--- src/rtl/asps_pkg.sv ---
// Purpose: shared constants and types of the supply power sequencer
// Assumes: classic wishbone slave with 32-bit data and byte addresses
// Notes: comparator flags arrive as one packed struct from the analog side

package asps_pkg;

    // ------------------------------------------------------------
    // register map
    // ------------------------------------------------------------
    localparam int ADR_W = 8;
    localparam int DAT_W = 32;
    localparam logic [7:0] CTRL_OFS = 8'h00;
    localparam logic [7:0] STAT_OFS = 8'h04;
    localparam int CTRL_KEY_BIT = 0;
    localparam logic [31:0] CTRL_RST = 32'h0000_0000;
    localparam int STAT_EN_LSB = 0;
    localparam int STAT_CODE_LSB = 16;
    localparam int STAT_STATE_LSB = 24;

    // ------------------------------------------------------------
    // one-time programmed configuration
    // ------------------------------------------------------------
    localparam int CODE_W = 4;
    localparam logic [3:0] CODE_OFF = 4'h0;
    localparam logic [3:0] CODE_PERI_3V3_LAST = 4'h6;

    typedef enum logic [1:0] {
        CORE_NONE,
        CORE_1V88,
        CORE_2V5,
        CORE_5V0
    } asps_core_e;

    // comparator flags, all active high
    typedef struct packed {
        logic battery_good;      // battery input above start level
        logic ignition_good;     // ignition input above its level
        logic boost_start;       // boost node above start level
        logic boost_hold;        // boost node above final off level
        logic boost_above_inter; // boost node above intermediate output
        logic inter_rise;        // intermediate output above rising level
        logic inter_hold;        // intermediate output above falling level
        logic inter_too_low;     // intermediate output too low
        logic cp_good;           // charge pump voltage adequate
        logic peri_on;           // peripheral output above core-on level
        logic peri_hold;         // peripheral output above core-off level
        logic diff_trip;         // difference above cut-off level
        logic diff_clear;        // difference below cut-off minus hysteresis
    } asps_cmp_s;

    // enables and state shown to the regulators and to software
    typedef struct packed {
        logic diff_cut;
        logic diff_sup;
        logic core_src_boost;
        logic full_cond;
        logic cp_run;
        logic peri_en;
        logic core_run;
        logic core_en;
        logic inter_en;
        logic boost_en;
    } asps_en_s;

    function automatic asps_core_e core_of(input logic [3:0] code);
        asps_core_e m;
        m = CORE_NONE;
        case (code)
            4'h1, 4'h2, 4'h3, 4'h7, 4'h8, 4'h9: m = CORE_1V88;
            4'h4, 4'h5, 4'h6, 4'hA, 4'hB, 4'hC: m = CORE_2V5;
            4'hD, 4'hE, 4'hF: m = CORE_5V0;
            default: m = CORE_NONE;
        endcase
        return m;
    endfunction

endpackage

--- src/rtl/asps_sequencer.sv ---
// Purpose: start-up and power-down sequencing of the airbag supply regulators
// Assumes: comparator flags and otp code are asynchronous to clk_i
// Notes: software sets the key-hold latch over classic wishbone
//
// The placing of the registers and the Wishbone interface to the registers are this design's own decisions.

`timescale 1ns/1ps

// How it works
// - boost runs only with ignition good and battery above its start level
// - a set key-hold latch stands in for ignition good
// - high core modes start intermediate buck and core buck together on boost level
// - peripheral ldo starts only once intermediate output passes its rising level
// - in high core modes core buck runs only with charge pump voltage good
// - 1.88 V core: intermediate alone first, core after peripheral passes on level
// - losing ignition without key-hold latch stops the boost
// - boost stopped in power-down: core buck is fed from the boost node
// - charge pump runs while boost above intermediate and no full conduction
// - intermediate too low enters full conduction, which stops the charge pump
// - peripheral ldo goes off below the intermediate falling level
// - 1.88 V core power-down: core buck stops below peripheral off level
// - intermediate buck goes off last when boost node falls below off level
// - difference supervision active only for 1.88 V core with 3.3 V peripheral
// - supervision trip switches the peripheral ldo off
// - peripheral ldo returns once the difference drops past the hysteresis
module asps_sequencer (
    input wire logic clk_i,
    input wire logic rst_i,
    input wire logic wb_cyc_i,
    input wire logic wb_stb_i,
    input wire logic wb_we_i,
    input wire logic [7:0] wb_adr_i,
    input wire logic [3:0] wb_sel_i,
    input wire logic [31:0] wb_dat_i,
    output logic [31:0] wb_dat_o,
    output logic wb_ack_o,
    input wire asps_pkg::asps_cmp_s cmp_i,
    input wire logic [3:0] otp_code_i,
    output asps_pkg::asps_en_s en_o
);

    // ------------------------------------------------------------
    // synchronised inputs
    // ------------------------------------------------------------
    localparam int CW = $bits(asps_pkg::asps_cmp_s);
    localparam int SW = CW + asps_pkg::CODE_W;

    logic [SW-1:0] sync_w;
    asps_pkg::asps_cmp_s cmp_s;
    logic [3:0] code_s;

    asps_sync #(
        .WIDTH(SW)
    ) u_sync (
        .clk_i(clk_i),
        .rst_i(rst_i),
        .d_i({otp_code_i, cmp_i}),
        .q_o(sync_w)
    );

    assign cmp_s = sync_w[CW-1:0];
    assign code_s = sync_w[SW-1:CW];

    // ------------------------------------------------------------
    // configuration decode
    // ------------------------------------------------------------
    asps_pkg::asps_core_e core_mode;
    logic cfg_valid;
    logic hi_core;
    logic lo_core;
    logic sup_active;

    assign core_mode = asps_pkg::core_of(code_s);
    assign cfg_valid = (code_s != asps_pkg::CODE_OFF);
    assign hi_core = (core_mode == asps_pkg::CORE_2V5) ||
                     (core_mode == asps_pkg::CORE_5V0);
    assign lo_core = (core_mode == asps_pkg::CORE_1V88);
    assign sup_active = lo_core &&
                        (code_s <= asps_pkg::CODE_PERI_3V3_LAST);

    // ------------------------------------------------------------
    // wishbone slave
    // ------------------------------------------------------------
    logic ack_q;
    logic ack_d;
    logic [31:0] dat_q;
    logic [31:0] dat_d;
    logic key_hold_q;
    logic key_hold_d;
    logic wb_req;
    logic hit_ctrl;
    logic hit_stat;
    logic wr_key;
    logic [31:0] ctrl_word;
    logic [31:0] stat_word;
    logic [31:0] rd_word;

    assign wb_req = wb_cyc_i & wb_stb_i;
    assign ack_d = wb_req & ~ack_q;
    assign hit_ctrl = (wb_adr_i == asps_pkg::CTRL_OFS);
    assign hit_stat = (wb_adr_i == asps_pkg::STAT_OFS);
    assign wr_key = wb_req & ack_q & wb_we_i & hit_ctrl & wb_sel_i[0];
    assign key_hold_d = wr_key ? wb_dat_i[asps_pkg::CTRL_KEY_BIT]
                               : key_hold_q;
    assign rd_word = hit_ctrl ? ctrl_word :
                     hit_stat ? stat_word : 32'h0000_0000;
    assign dat_d = (ack_d & ~wb_we_i) ? rd_word : 32'h0000_0000;

    always_ff @(posedge clk_i) begin
        if (rst_i) begin
            ack_q <= 1'b0;
            dat_q <= 32'h0000_0000;
            key_hold_q <= asps_pkg::CTRL_RST[asps_pkg::CTRL_KEY_BIT];
        end else begin
            ack_q <= ack_d;
            dat_q <= dat_d;
            key_hold_q <= key_hold_d;
        end
    end

    assign wb_ack_o = ack_q;
    assign wb_dat_o = dat_q;

    // ------------------------------------------------------------
    // sequence state
    // ------------------------------------------------------------
    typedef enum logic [2:0] {
        ST_OFF,
        ST_BOOST,
        ST_RUN,
        ST_DRAIN
    } asps_state_e;

    asps_state_e state_q;
    asps_state_e state_d;
    logic ign_ok;
    logic boost_go;

    assign ign_ok = cmp_s.ignition_good | key_hold_q;
    assign boost_go = cfg_valid & ign_ok & cmp_s.battery_good;

    always_comb begin
        state_d = state_q;
        unique case (state_q)
            ST_OFF: begin
                if (boost_go) begin
                    state_d = ST_BOOST;
                end
            end
            ST_BOOST: begin
                if (!boost_go) begin
                    state_d = ST_OFF;
                end else if (cmp_s.boost_start) begin
                    state_d = ST_RUN;
                end
            end
            ST_RUN: begin
                if (!boost_go) begin
                    state_d = ST_DRAIN;
                end
            end
            ST_DRAIN: begin
                if (!cmp_s.boost_hold) begin
                    state_d = ST_OFF;
                end else if (boost_go) begin
                    state_d = ST_RUN;
                end
            end
        endcase
    end

    // ------------------------------------------------------------
    // regulator enables
    // ------------------------------------------------------------
    asps_pkg::asps_en_s en_q;
    asps_pkg::asps_en_s en_d;
    logic peri_on_q;
    logic peri_on_d;
    logic lo_core_q;
    logic lo_core_d;
    logic inter_d;
    logic drain_d;

    assign inter_d = (state_d == ST_RUN) || (state_d == ST_DRAIN);
    assign drain_d = (state_d == ST_DRAIN);
    assign peri_on_d = inter_d & cmp_s.inter_hold &
                       (peri_on_q | cmp_s.inter_rise);
    assign lo_core_d = inter_d & (lo_core_q | cmp_s.peri_on) &
                       ~(drain_d & ~cmp_s.peri_hold);

    assign en_d.boost_en = boost_go;
    assign en_d.inter_en = inter_d;
    assign en_d.full_cond = inter_d &
                            (en_q.full_cond | cmp_s.inter_too_low);
    assign en_d.cp_run = inter_d & cmp_s.boost_above_inter &
                         ~en_d.full_cond;
    assign en_d.core_en = hi_core ? inter_d : (lo_core & lo_core_d);
    assign en_d.core_run = en_d.core_en &
                           (~hi_core | cmp_s.cp_good);
    assign en_d.core_src_boost = drain_d;
    assign en_d.diff_sup = sup_active;
    assign en_d.diff_cut = sup_active & (cmp_s.diff_trip |
                           (en_q.diff_cut & ~cmp_s.diff_clear));
    assign en_d.peri_en = peri_on_d & ~en_d.diff_cut;

    always_ff @(posedge clk_i) begin
        if (rst_i) begin
            state_q <= ST_OFF;
            en_q <= '0;
            peri_on_q <= 1'b0;
            lo_core_q <= 1'b0;
        end else begin
            state_q <= state_d;
            en_q <= en_d;
            peri_on_q <= peri_on_d;
            lo_core_q <= lo_core_d;
        end
    end

    assign en_o = en_q;

    // ------------------------------------------------------------
    // register words
    // ------------------------------------------------------------
    always_comb begin
        ctrl_word = 32'h0000_0000;
        ctrl_word[asps_pkg::CTRL_KEY_BIT] = key_hold_q;
        stat_word = 32'h0000_0000;
        stat_word[asps_pkg::STAT_EN_LSB +: $bits(asps_pkg::asps_en_s)] =
            en_q;
        stat_word[asps_pkg::STAT_CODE_LSB +: asps_pkg::CODE_W] = code_s;
        stat_word[asps_pkg::STAT_STATE_LSB +: 3] = state_q;
    end

    // ------------------------------------------------------------
    // checks
    // ------------------------------------------------------------
    a_boost_needs_battery: assert property (@(posedge clk_i)
        disable iff (rst_i)
        en_q.boost_en |-> $past(cmp_s.battery_good))
        else $error("boost enabled without battery level");

    a_key_hold_boost: assert property (@(posedge clk_i)
        disable iff (rst_i)
        (key_hold_q && cmp_s.battery_good && cfg_valid) |=> en_q.boost_en)
        else $error("key hold latch did not keep boost running");

    a_inter_core_together: assert property (@(posedge clk_i)
        disable iff (rst_i)
        ($past(hi_core) && $rose(en_q.inter_en)) |-> en_q.core_en)
        else $error("core buck not enabled with intermediate buck");

    a_peri_after_rise: assert property (@(posedge clk_i)
        disable iff (rst_i)
        $rose(peri_on_q) |-> $past(cmp_s.inter_rise))
        else $error("peripheral ldo started before rising level");

    a_core_run_pump: assert property (@(posedge clk_i)
        disable iff (rst_i)
        ($past(hi_core) && en_q.core_run) |-> $past(cmp_s.cp_good))
        else $error("core buck running without charge pump voltage");

    a_lo_core_order: assert property (@(posedge clk_i)
        disable iff (rst_i)
        ($past(lo_core) && $rose(en_q.core_en)) |->
            ($past(cmp_s.peri_on) && peri_on_q))
        else $error("low core enabled before peripheral on level");

    a_boost_stop: assert property (@(posedge clk_i)
        disable iff (rst_i)
        (!cmp_s.ignition_good && !key_hold_q) |=> !en_q.boost_en)
        else $error("boost still enabled after ignition loss");

    a_drain_source: assert property (@(posedge clk_i)
        disable iff (rst_i)
        (en_q.inter_en && !en_q.boost_en) |-> en_q.core_src_boost)
        else $error("core supply not moved to boost node");

    a_pump_full_cond: assert property (@(posedge clk_i)
        disable iff (rst_i)
        (inter_d && cmp_s.boost_above_inter && !en_d.full_cond)
            |=> en_q.cp_run)
        else $error("charge pump stopped while conditions hold");

    a_full_cond_stop: assert property (@(posedge clk_i)
        disable iff (rst_i)
        (inter_d && cmp_s.inter_too_low) |=>
            (en_q.full_cond && !en_q.cp_run) ##1
            (!en_q.cp_run && (en_q.full_cond == en_q.inter_en)))
        else $error("full conduction did not stop charge pump");

    a_peri_fall_off: assert property (@(posedge clk_i)
        disable iff (rst_i)
        !cmp_s.inter_hold |=> !en_q.peri_en)
        else $error("peripheral ldo on below falling level");

    a_lo_core_stop: assert property (@(posedge clk_i)
        disable iff (rst_i)
        (lo_core && drain_d && !cmp_s.peri_hold) |=> !en_q.core_en)
        else $error("low core not stopped in power-down");

    a_inter_last_off: assert property (@(posedge clk_i)
        disable iff (rst_i)
        (state_q == ST_DRAIN && !cmp_s.boost_hold) |=>
            (!en_q.inter_en && !en_q.peri_en && !en_q.core_en))
        else $error("intermediate buck not switched off last");

    a_sup_gate: assert property (@(posedge clk_i)
        disable iff (rst_i)
        !sup_active |=> (!en_q.diff_sup && !en_q.diff_cut))
        else $error("supervision active in wrong configuration");

    a_diff_cut: assert property (@(posedge clk_i)
        disable iff (rst_i)
        (sup_active && cmp_s.diff_trip) |=> !en_q.peri_en)
        else $error("peripheral ldo not cut on difference trip");

    a_diff_rearm: assert property (@(posedge clk_i)
        disable iff (rst_i)
        (en_q.diff_cut && cmp_s.diff_clear && !cmp_s.diff_trip)
            |=> !en_q.diff_cut)
        else $error("supervision cut not released after hysteresis");

    a_sync_delay: assert property (@(posedge clk_i)
        disable iff (rst_i)
        $rose(cmp_s.battery_good) |-> $past(cmp_i.battery_good, 2))
        else $error("battery flag used without two stages");

    a_ack_single: assert property (@(posedge clk_i)
        disable iff (rst_i)
        wb_ack_o |=> !wb_ack_o)
        else $error("ack held longer than one cycle");

    a_ack_follows_req: assert property (@(posedge clk_i)
        disable iff (rst_i)
        (wb_cyc_i && wb_stb_i && !wb_ack_o) |=> wb_ack_o)
        else $error("request not acknowledged in the next cycle");

    a_read_data_idle: assert property (@(posedge clk_i)
        disable iff (rst_i)
        !wb_ack_o |-> (wb_dat_o == 32'h0000_0000))
        else $error("read data not zero outside an ack cycle");

    a_key_latch_write: assert property (@(posedge clk_i)
        disable iff (rst_i)
        (wb_cyc_i && wb_stb_i && wb_ack_o && wb_we_i && wb_sel_i[0] &&
            (wb_adr_i == asps_pkg::CTRL_OFS)) |=>
            (key_hold_q == $past(wb_dat_i[asps_pkg::CTRL_KEY_BIT])))
        else $error("key hold latch write did not land");

endmodule

--- src/rtl/asps_sync.sv ---
// Purpose: two-stage synchroniser bank for asynchronous flags
// Assumes: synchronous active-high reset
// Notes: first stage feeds only the second stage

`timescale 1ns/1ps

module asps_sync #(
    parameter int WIDTH = 1
) (
    input wire logic clk_i,
    input wire logic rst_i,
    input wire logic [WIDTH-1:0] d_i,
    output logic [WIDTH-1:0] q_o
);

    // ------------------------------------------------------------
    // stages
    // ------------------------------------------------------------
    logic [WIDTH-1:0] meta_q;
    logic [WIDTH-1:0] sync_q;

    always_ff @(posedge clk_i) begin
        if (rst_i) begin
            meta_q <= '0;
            sync_q <= '0;
        end else begin
            meta_q <= d_i;
            sync_q <= meta_q;
        end
    end

    assign q_o = sync_q;

endmodule

--- config.mk ---
export PLATFORM = sky130hd
export DESIGN_NAME = asps_sequencer
export DESIGN_NICKNAME = d
export VERILOG_FILES = /design/src/rtl/asps_pkg.sv /design/src/rtl/asps_sequencer.sv /design/src/rtl/asps_sync.sv
export SDC_FILE = /design/constraint.sdc
export NUM_CORES = 1
export LEC_CHECK = 0
export BUFFER_PORTS_ARGS = -buffer_cell sky130_fd_sc_hd__buf_2
export CAP_MARGIN = 5
export CORE_MARGIN = 5
export CORE_UTILIZATION = 47
export CTS_BUF_LIST = sky130_fd_sc_hd__clkbuf_8
export DETAILED_ROUTE_END_ITERATION = 16
export PLACE_DENSITY_LB_ADDON = 0.1
export SLEW_MARGIN = 40
export SYNTH_ARGS = -nofsm -noshare
export SYNTH_HDL_FRONTEND = slang
export SYNTH_HIERARCHICAL = 1
export SYNTH_SLANG_ARGS = --single-unit
--- constraint.sdc ---
create_clock -name clk_i -period 2 [get_ports clk_i]
set_input_delay 0.3 -clock clk_i [delete_from_list [all_inputs] [get_ports clk_i]]
set_output_delay 0.3 -clock clk_i [all_outputs]
set_load 0.01 [all_outputs]
==> flow_metrics.env, run 1 <==
export IMPL_cp_cell_sequence="or4_4 -> a221oi_2 -> nor4_2 -> a2111oi_2"
export IMPL_placed_cell_area_sq_um=2580
export IMPL_diodes=0
export IMPL_ys_flop_type="dfxtp_1"
export IMPL_synth_ff_latch_count=68
export IMPL_overflow=0
export IMPL_cts_hold_buffers=0
export IMPL_cp_slowest_cell="or4_4"
export IMPL_critPathRequiredTime_ns=2.23
export IMPL_clkSinkCount=68
export IMPL_slew_violations=0
export IMPL_setup_violations=0
export IMPL_cts_buffers=9
export IMPL_final_antenna_net_count=0
export IMPL_final_hold_violation_count=0
export IMPL_cts_resized=0
export IMPL_fmax_mhz=546
export IMPL_drive_above_1_share=0.320
export IMPL_power_density_nw_per_um2=894
export IMPL_wl_per_cell_microns=10.7
export IMPL_topRoutingLayerUsed="met4"
export IMPL_dr_wl_met3_microns=410
export IMPL_io_pins=109
export IMPL_cp_arrival_ns=2.07
export IMPL_io_buffers=59
export IMPL_cts_tree="done"
export IMPL_initial_core_util=0.482
export IMPL_post_cts_buffers=0
export IMPL_synth_distinct_cells=39
export IMPL_clk_pin_slew_ns=0.07
export IMPL_synth_edf_count=0
export IMPL_synth_top_area_share=0.598
export IMPL_slowest_delay_ns=0.58
export IMPL_drc_errors=0
export IMPL_grt_pass1_vias=1358
export IMPL_cts_root_buf="clkbuf_8"
export IMPL_wl_met1_microns=1730
export IMPL_cap_violations=0
export IMPL_finalCriticalPeriod_ns=1.83
export IMPL_clk_path_buf_depth=2
export IMPL_synthArstFlopShare=0
export IMPL_holdWs_ns=0.174
export IMPL_run_status="finished, final reports clean"
export IMPL_syn_area_per_cell_sq_um=10.9
export IMPL_h_tree_depth=3
export IMPL_dpl_hpwl_microns=2600
export IMPL_yosysMostFrequentCell="dfxtp_1"
export IMPL_drtPass1Iterations=4
export IMPL_clk_latency_ns=0.33
export IMPL_rsz0062_at_grt="no"
export IMPL_avgViaCountPerCell=4.34
export IMPL_n_fill_cell=421
export IMPL_start_kind="flop"
export IMPL_synth_top_cell_by_area="dfxtp_1"
export IMPL_syn_area_sq_um=2270
export IMPL_final_util=0.581
export IMPL_crit_buf_inv=0
export IMPL_grt_max_degree=43
export IMPL_drt_wl_total_microns=3730
export IMPL_fin_ws_ns=0.168
export IMPL_grt_pass1_wl_microns=5960
export IMPL_initialDrtViolationCount=77
export IMPL_vdd_drop_max_v=0.000556
export IMPL_hold_class="in2reg"
export IMPL_tns_ns=0
export IMPL_period_share=0.916
export IMPL_critPathTopFamily="simple AND/OR/NAND/NOR gates"
export IMPL_gp_congestion=0.768
export IMPL_ys_seq_area_frac=0.598
export IMPL_rows=25
export IMPL_synth_area_leaders="dfxtp_1 60%, nor2b_1 8.5%, buf_4 5.0%, and2_1 4.4%, nor4_1 2.2%"
export IMPL_path_class="reg2reg"
export IMPL_area_delta_synth_final_pct=20.7
export IMPL_grt_usage=0.124
export IMPL_design_area_sq_um=2750
export IMPL_syn_inst=209
export IMPL_wl_met2_microns=1520
export IMPL_die_area_sq_um=6330
export IMPL_cp_end_kind="flop"
export IMPL_die_y_microns=79.6
export IMPL_p_leak_nw=1.24
export IMPL_antenna_found_initial=0
export IMPL_dp_worst_setup_slack_ns=0.171
export IMPL_finClkSkew_ns=0.00834
export IMPL_core_area_sq_um=4720
export IMPL_ys_warn_count=6
export IMPL_nNetsFinal=342
export IMPL_synthTopCellsByCount="68 x dfxtp_1, 31 x nor2b_1, 16 x and2_1"
export IMPL_vias=1511
export IMPL_path_max_fanout=8
export IMPL_die_w_microns=79.6
-- worst register-to-register path, cell delays in order (launching register included) --
cell and delay, ns:
dfxtp_1 0.38, or4_4 0.58, a221oi_2 0.38, nor4_2 0.11, a2111oi_2 0.29
-- sequential cells by signal (all words and copies together), names as in the netlist --
signal         flops
lo_core_q          1
key_hold_q         1
u_sync/q_o        17
wb_ack_o           1
peri_on_q          1
en_o              10
state_q            3
wb_dat_o          17
u_sync/meta_q     17
-- metrics by stage --
| stage | std cells | power (mW) |
|---|---|---|
| CTS | 348 | 2.48 |
| global placement | 332 | 1.54 |
| finish | 348 | 2.46 |
| global route | 348 | 2.57 |
| detailed placement | 332 | 1.54 |
| floorplan | 223 | 1.52 |
-- cells by family after synthesis --
logic type	synth area share
other	0.00165
flip-flops	0.598
AND/OR/NAND/NOR	0.252
AO/OA/AOI/OAI	0.0605
buffers and inverters	0.0781
multiplexers	0.00880
-- worst paths after layout --
check	cells past startpoint	slack [ns]	end	start
min reg2reg	2	0.41	en_o[5]$_SDFF_PP0_	u_sync/q_o[8]$_SDFF_PP0_
min	2	0.17	u_sync/meta_q[13]$_SDFF_PP0_	otp_code_i[0]
max	4	0.17	en_o[3]$_SDFF_PP0_	u_sync/q_o[16]$_SDFF_PP0_
max reg2reg	4	0.17	en_o[3]$_SDFF_PP0_	u_sync/q_o[16]$_SDFF_PP0_
-- where the power goes --
group	switching, mW	internal (mW)
clock network	0.473	0.469
registers	0.0143	1.39
logic	0.0566	0.0552
total	0.543	1.91
-- per-layer routing --
metal | vias to the layer above | GRT usage
met1 | 644 | 0.159
li1 | 799 | -
met3 | 8 | 0.0519
met2 | 60 | 0.174
met5 | - | 0
met4 | 0 | 0.0670
-- cell type report --
| class | instances | area [sq um] | share of cell area |
|---|---|---|---|
| flip-flops and latches | 68 | 1360 | 0.496 |
| multi-input cells | 129 | 788 | 0.287 |
| repair buffers | 63 | 325 | 0.118 |
| clock buffers | 10 | 138 | 0.0501 |
| well taps | 67 | 83.8 | 0.0305 |
| clock inverters | 6 | 31.3 | 0.0114 |
| inverters | 5 | 18.8 | 0.00683 |
-- placed cells by master, fill, tap and decap left out, types with 3 or more instances in the layout --
| master | n |
|---|---|
| dfxtp_1 | 68 |
| nand2_1 | 5 |
| and2b_2 | 4 |
| and2_1 | 16 |
| nor2b_1 | 31 |
| nor4_1 | 8 |
| clkinv_2 | 4 |
| clkbuf_8 | 10 |
| a21oi_1 | 3 |
| nor3_1 | 5 |
| nor2_1 | 13 |
| buf_2 | 59 |
| inv_1 | 5 |
| buf_4 | 4 |
| conb_1 | 15 |
(Power assumes the default switching activity.)
==> inputs of run 2 (changes only) <==
--- a/config.mk
+++ b/config.mk
@@ -8,7 +8,7 @@
 export BUFFER_PORTS_ARGS = -buffer_cell sky130_fd_sc_hd__buf_2
 export CAP_MARGIN = 5
 export CORE_MARGIN = 5
-export CORE_UTILIZATION = 47
+export CORE_UTILIZATION = 25
 export CTS_BUF_LIST = sky130_fd_sc_hd__clkbuf_8
 export DETAILED_ROUTE_END_ITERATION = 16
 export PLACE_DENSITY_LB_ADDON = 0.1
==> run 2 against run 1 <==
Against the previous run: final cell count rose by 12%; maximum frequency up 2.0%; setup slack improved by 0.036 ns; clock skew fell by 0.0041 ns; critical endpoint unchanged; clock-buffer cell count is the same; combinational power rose by 6%.
==> flow_metrics.env, run 2 (synthesis gave the netlist of run 1 again) <==
export IMPL_run_status="finished, final reports clean"
export IMPL_grt_pass1_vias=1486
export IMPL_cts_tree="done"
export IMPL_rsz0062_at_grt="no"
export IMPL_slew_violations=0
export IMPL_diodes=0
export IMPL_overflow=0
export IMPL_period_share=0.898
export IMPL_clk_pin_slew_ns=0.07
export IMPL_cp_slowest_cell="or4_4"
export IMPL_clkSinkCount=68
export IMPL_die_y_microns=105
export IMPL_avgViaCountPerCell=3.91
export IMPL_start_kind="flop"
export IMPL_final_hold_violation_count=0
export IMPL_vias=1530
export IMPL_wl_per_cell_microns=11.2
export IMPL_setup_violations=0
export IMPL_critPathRequiredTime_ns=2.23
export IMPL_rows=34
export IMPL_antenna_found_initial=0
export IMPL_final_common_cell="dfxtp_1"
export IMPL_power_density_nw_per_um2=955
export IMPL_clk_path_buf_depth=2
export IMPL_initialDrtViolationCount=49
export IMPL_cts_resized=0
export IMPL_dpl_hpwl_microns=3150
export IMPL_initial_core_util=0.258
export IMPL_grt_max_degree=42
export IMPL_critPathTopFamily="simple AND/OR/NAND/NOR gates"
export IMPL_io_buffers=59
export IMPL_grt_pass1_wl_microns=7170
export IMPL_crit_buf_inv=0
export IMPL_clk_latency_ns=0.33
export IMPL_cp_cell_sequence="or4_4 -> a221oi_2 -> nor4_2 -> a2111oi_2"
export IMPL_cp_end_kind="flop"
export IMPL_nNetsFinal=344
export IMPL_cts_hold_buffers=0
export IMPL_slowest_delay_ns=0.55
export IMPL_drt_wl_total_microns=4390
export IMPL_path_class="reg2reg"
export IMPL_final_util=0.325
export IMPL_tns_ns=0
export IMPL_gp_congestion=0.677
export IMPL_final_antenna_net_count=0
export IMPL_n_fill_cell=960
export IMPL_post_cts_buffers=0
export IMPL_finalCriticalPeriod_ns=1.80
export IMPL_cts_root_buf="clkbuf_8"
export IMPL_cp_arrival_ns=2.02
export IMPL_fmax_mhz=557
export IMPL_drtPass1Iterations=4
export IMPL_die_area_sq_um=11100
export IMPL_core_area_sq_um=8810
export IMPL_cts_buffers=9
export IMPL_die_w_microns=105
export IMPL_finClkSkew_ns=0.00427
export IMPL_drive_above_1_share=0.325
export IMPL_path_max_fanout=7
export IMPL_drc_errors=0
export IMPL_cap_violations=0
export IMPL_hold_class="in2reg"
export IMPL_h_tree_depth=3
export IMPL_area_delta_synth_final_pct=25.7
export IMPL_layout_common_cells="68 x dfxtp_1, 59 x buf_2, 31 x nor2b_1"
export IMPL_grt_usage=0.0827
export IMPL_io_pins=109
export IMPL_vdd_drop_max_v=0.000297
export IMPL_p_leak_nw=1.28
==> run 2: changes by cell type in the layout (fill, tap and decap cells not counted), sizes merged <==
cell / change
bufinv: +2
buf: +2
clkinv: -1
clkinvlp: -1
==> run 2: path summary, 6_finish.rpt <==
| path | startpoint | to | slack [ns] | cells past startpoint |
|---|---|---|---|---|
| min | cmp_i[5] | u_sync/meta_q[5]$_SDFF_PP0_ | 0.18 | 2 |
| max | u_sync/q_o[15]$_SDFF_PP0_ | en_o[3]$_SDFF_PP0_ | 0.20 | 4 |
| max reg2reg | u_sync/q_o[15]$_SDFF_PP0_ | en_o[3]$_SDFF_PP0_ | 0.20 | 4 |
| min reg2reg | u_sync/q_o[8]$_SDFF_PP0_ | en_o[5]$_SDFF_PP0_ | 0.41 | 2 |
==> run 2: per-stage QoR <==
step	setup WS, ns	area (sq um)	cells	power, mW	hold WS (ns)
3_5_place_dp	0.206	2640	375	1.55	0.405
3_3_place_gp	0.166	2640	375	1.55	0.406
6_report	0.204	2860	391	2.73	0.178
4_1_cts	0.188	2860	391	2.79	0.151
5_1_grt	0.0879	2860	391	2.86	0.156
2_1_floorplan	0.289	2330	223	1.52	0.379
==> run 2: power breakdown <==
group          leakage (nW)  internal, mW  switching [mW]  total (mW)
combinational         0.603        0.0573          0.0619       0.119
sequential            0.555          1.39          0.0121        1.40
clock                 0.117         0.725           0.487        1.21
==> run 2: per-layer routing <==
| metal | wire [microns] | vias to the layer above | part of all wire | global-route usage |
|---|---|---|---|---|
| met2 | 1800 | 49 | 0.41 | 0.110 |
| met1 | 2230 | 674 | 0.51 | 0.109 |
| met4 | 91 | 0 | 0.021 | 0.0647 |
| met3 | 276 | 6 | 0.063 | 0.0257 |
| met5 | 0 | - | 0 | 0 |
| li1 | - | 801 | - | - |
==> run 2: cell type report <==
class | instances | area, sq um | share of cell area
inverter | 5 | 18.8 | 0.00656
clock inverter | 6 | 78.8 | 0.0276
tap | 108 | 135 | 0.0472
timing repair buffer | 65 | 340 | 0.119
multi-input combinational | 129 | 788 | 0.276
sequential | 68 | 1360 | 0.476
clock buffer | 10 | 138 | 0.0481
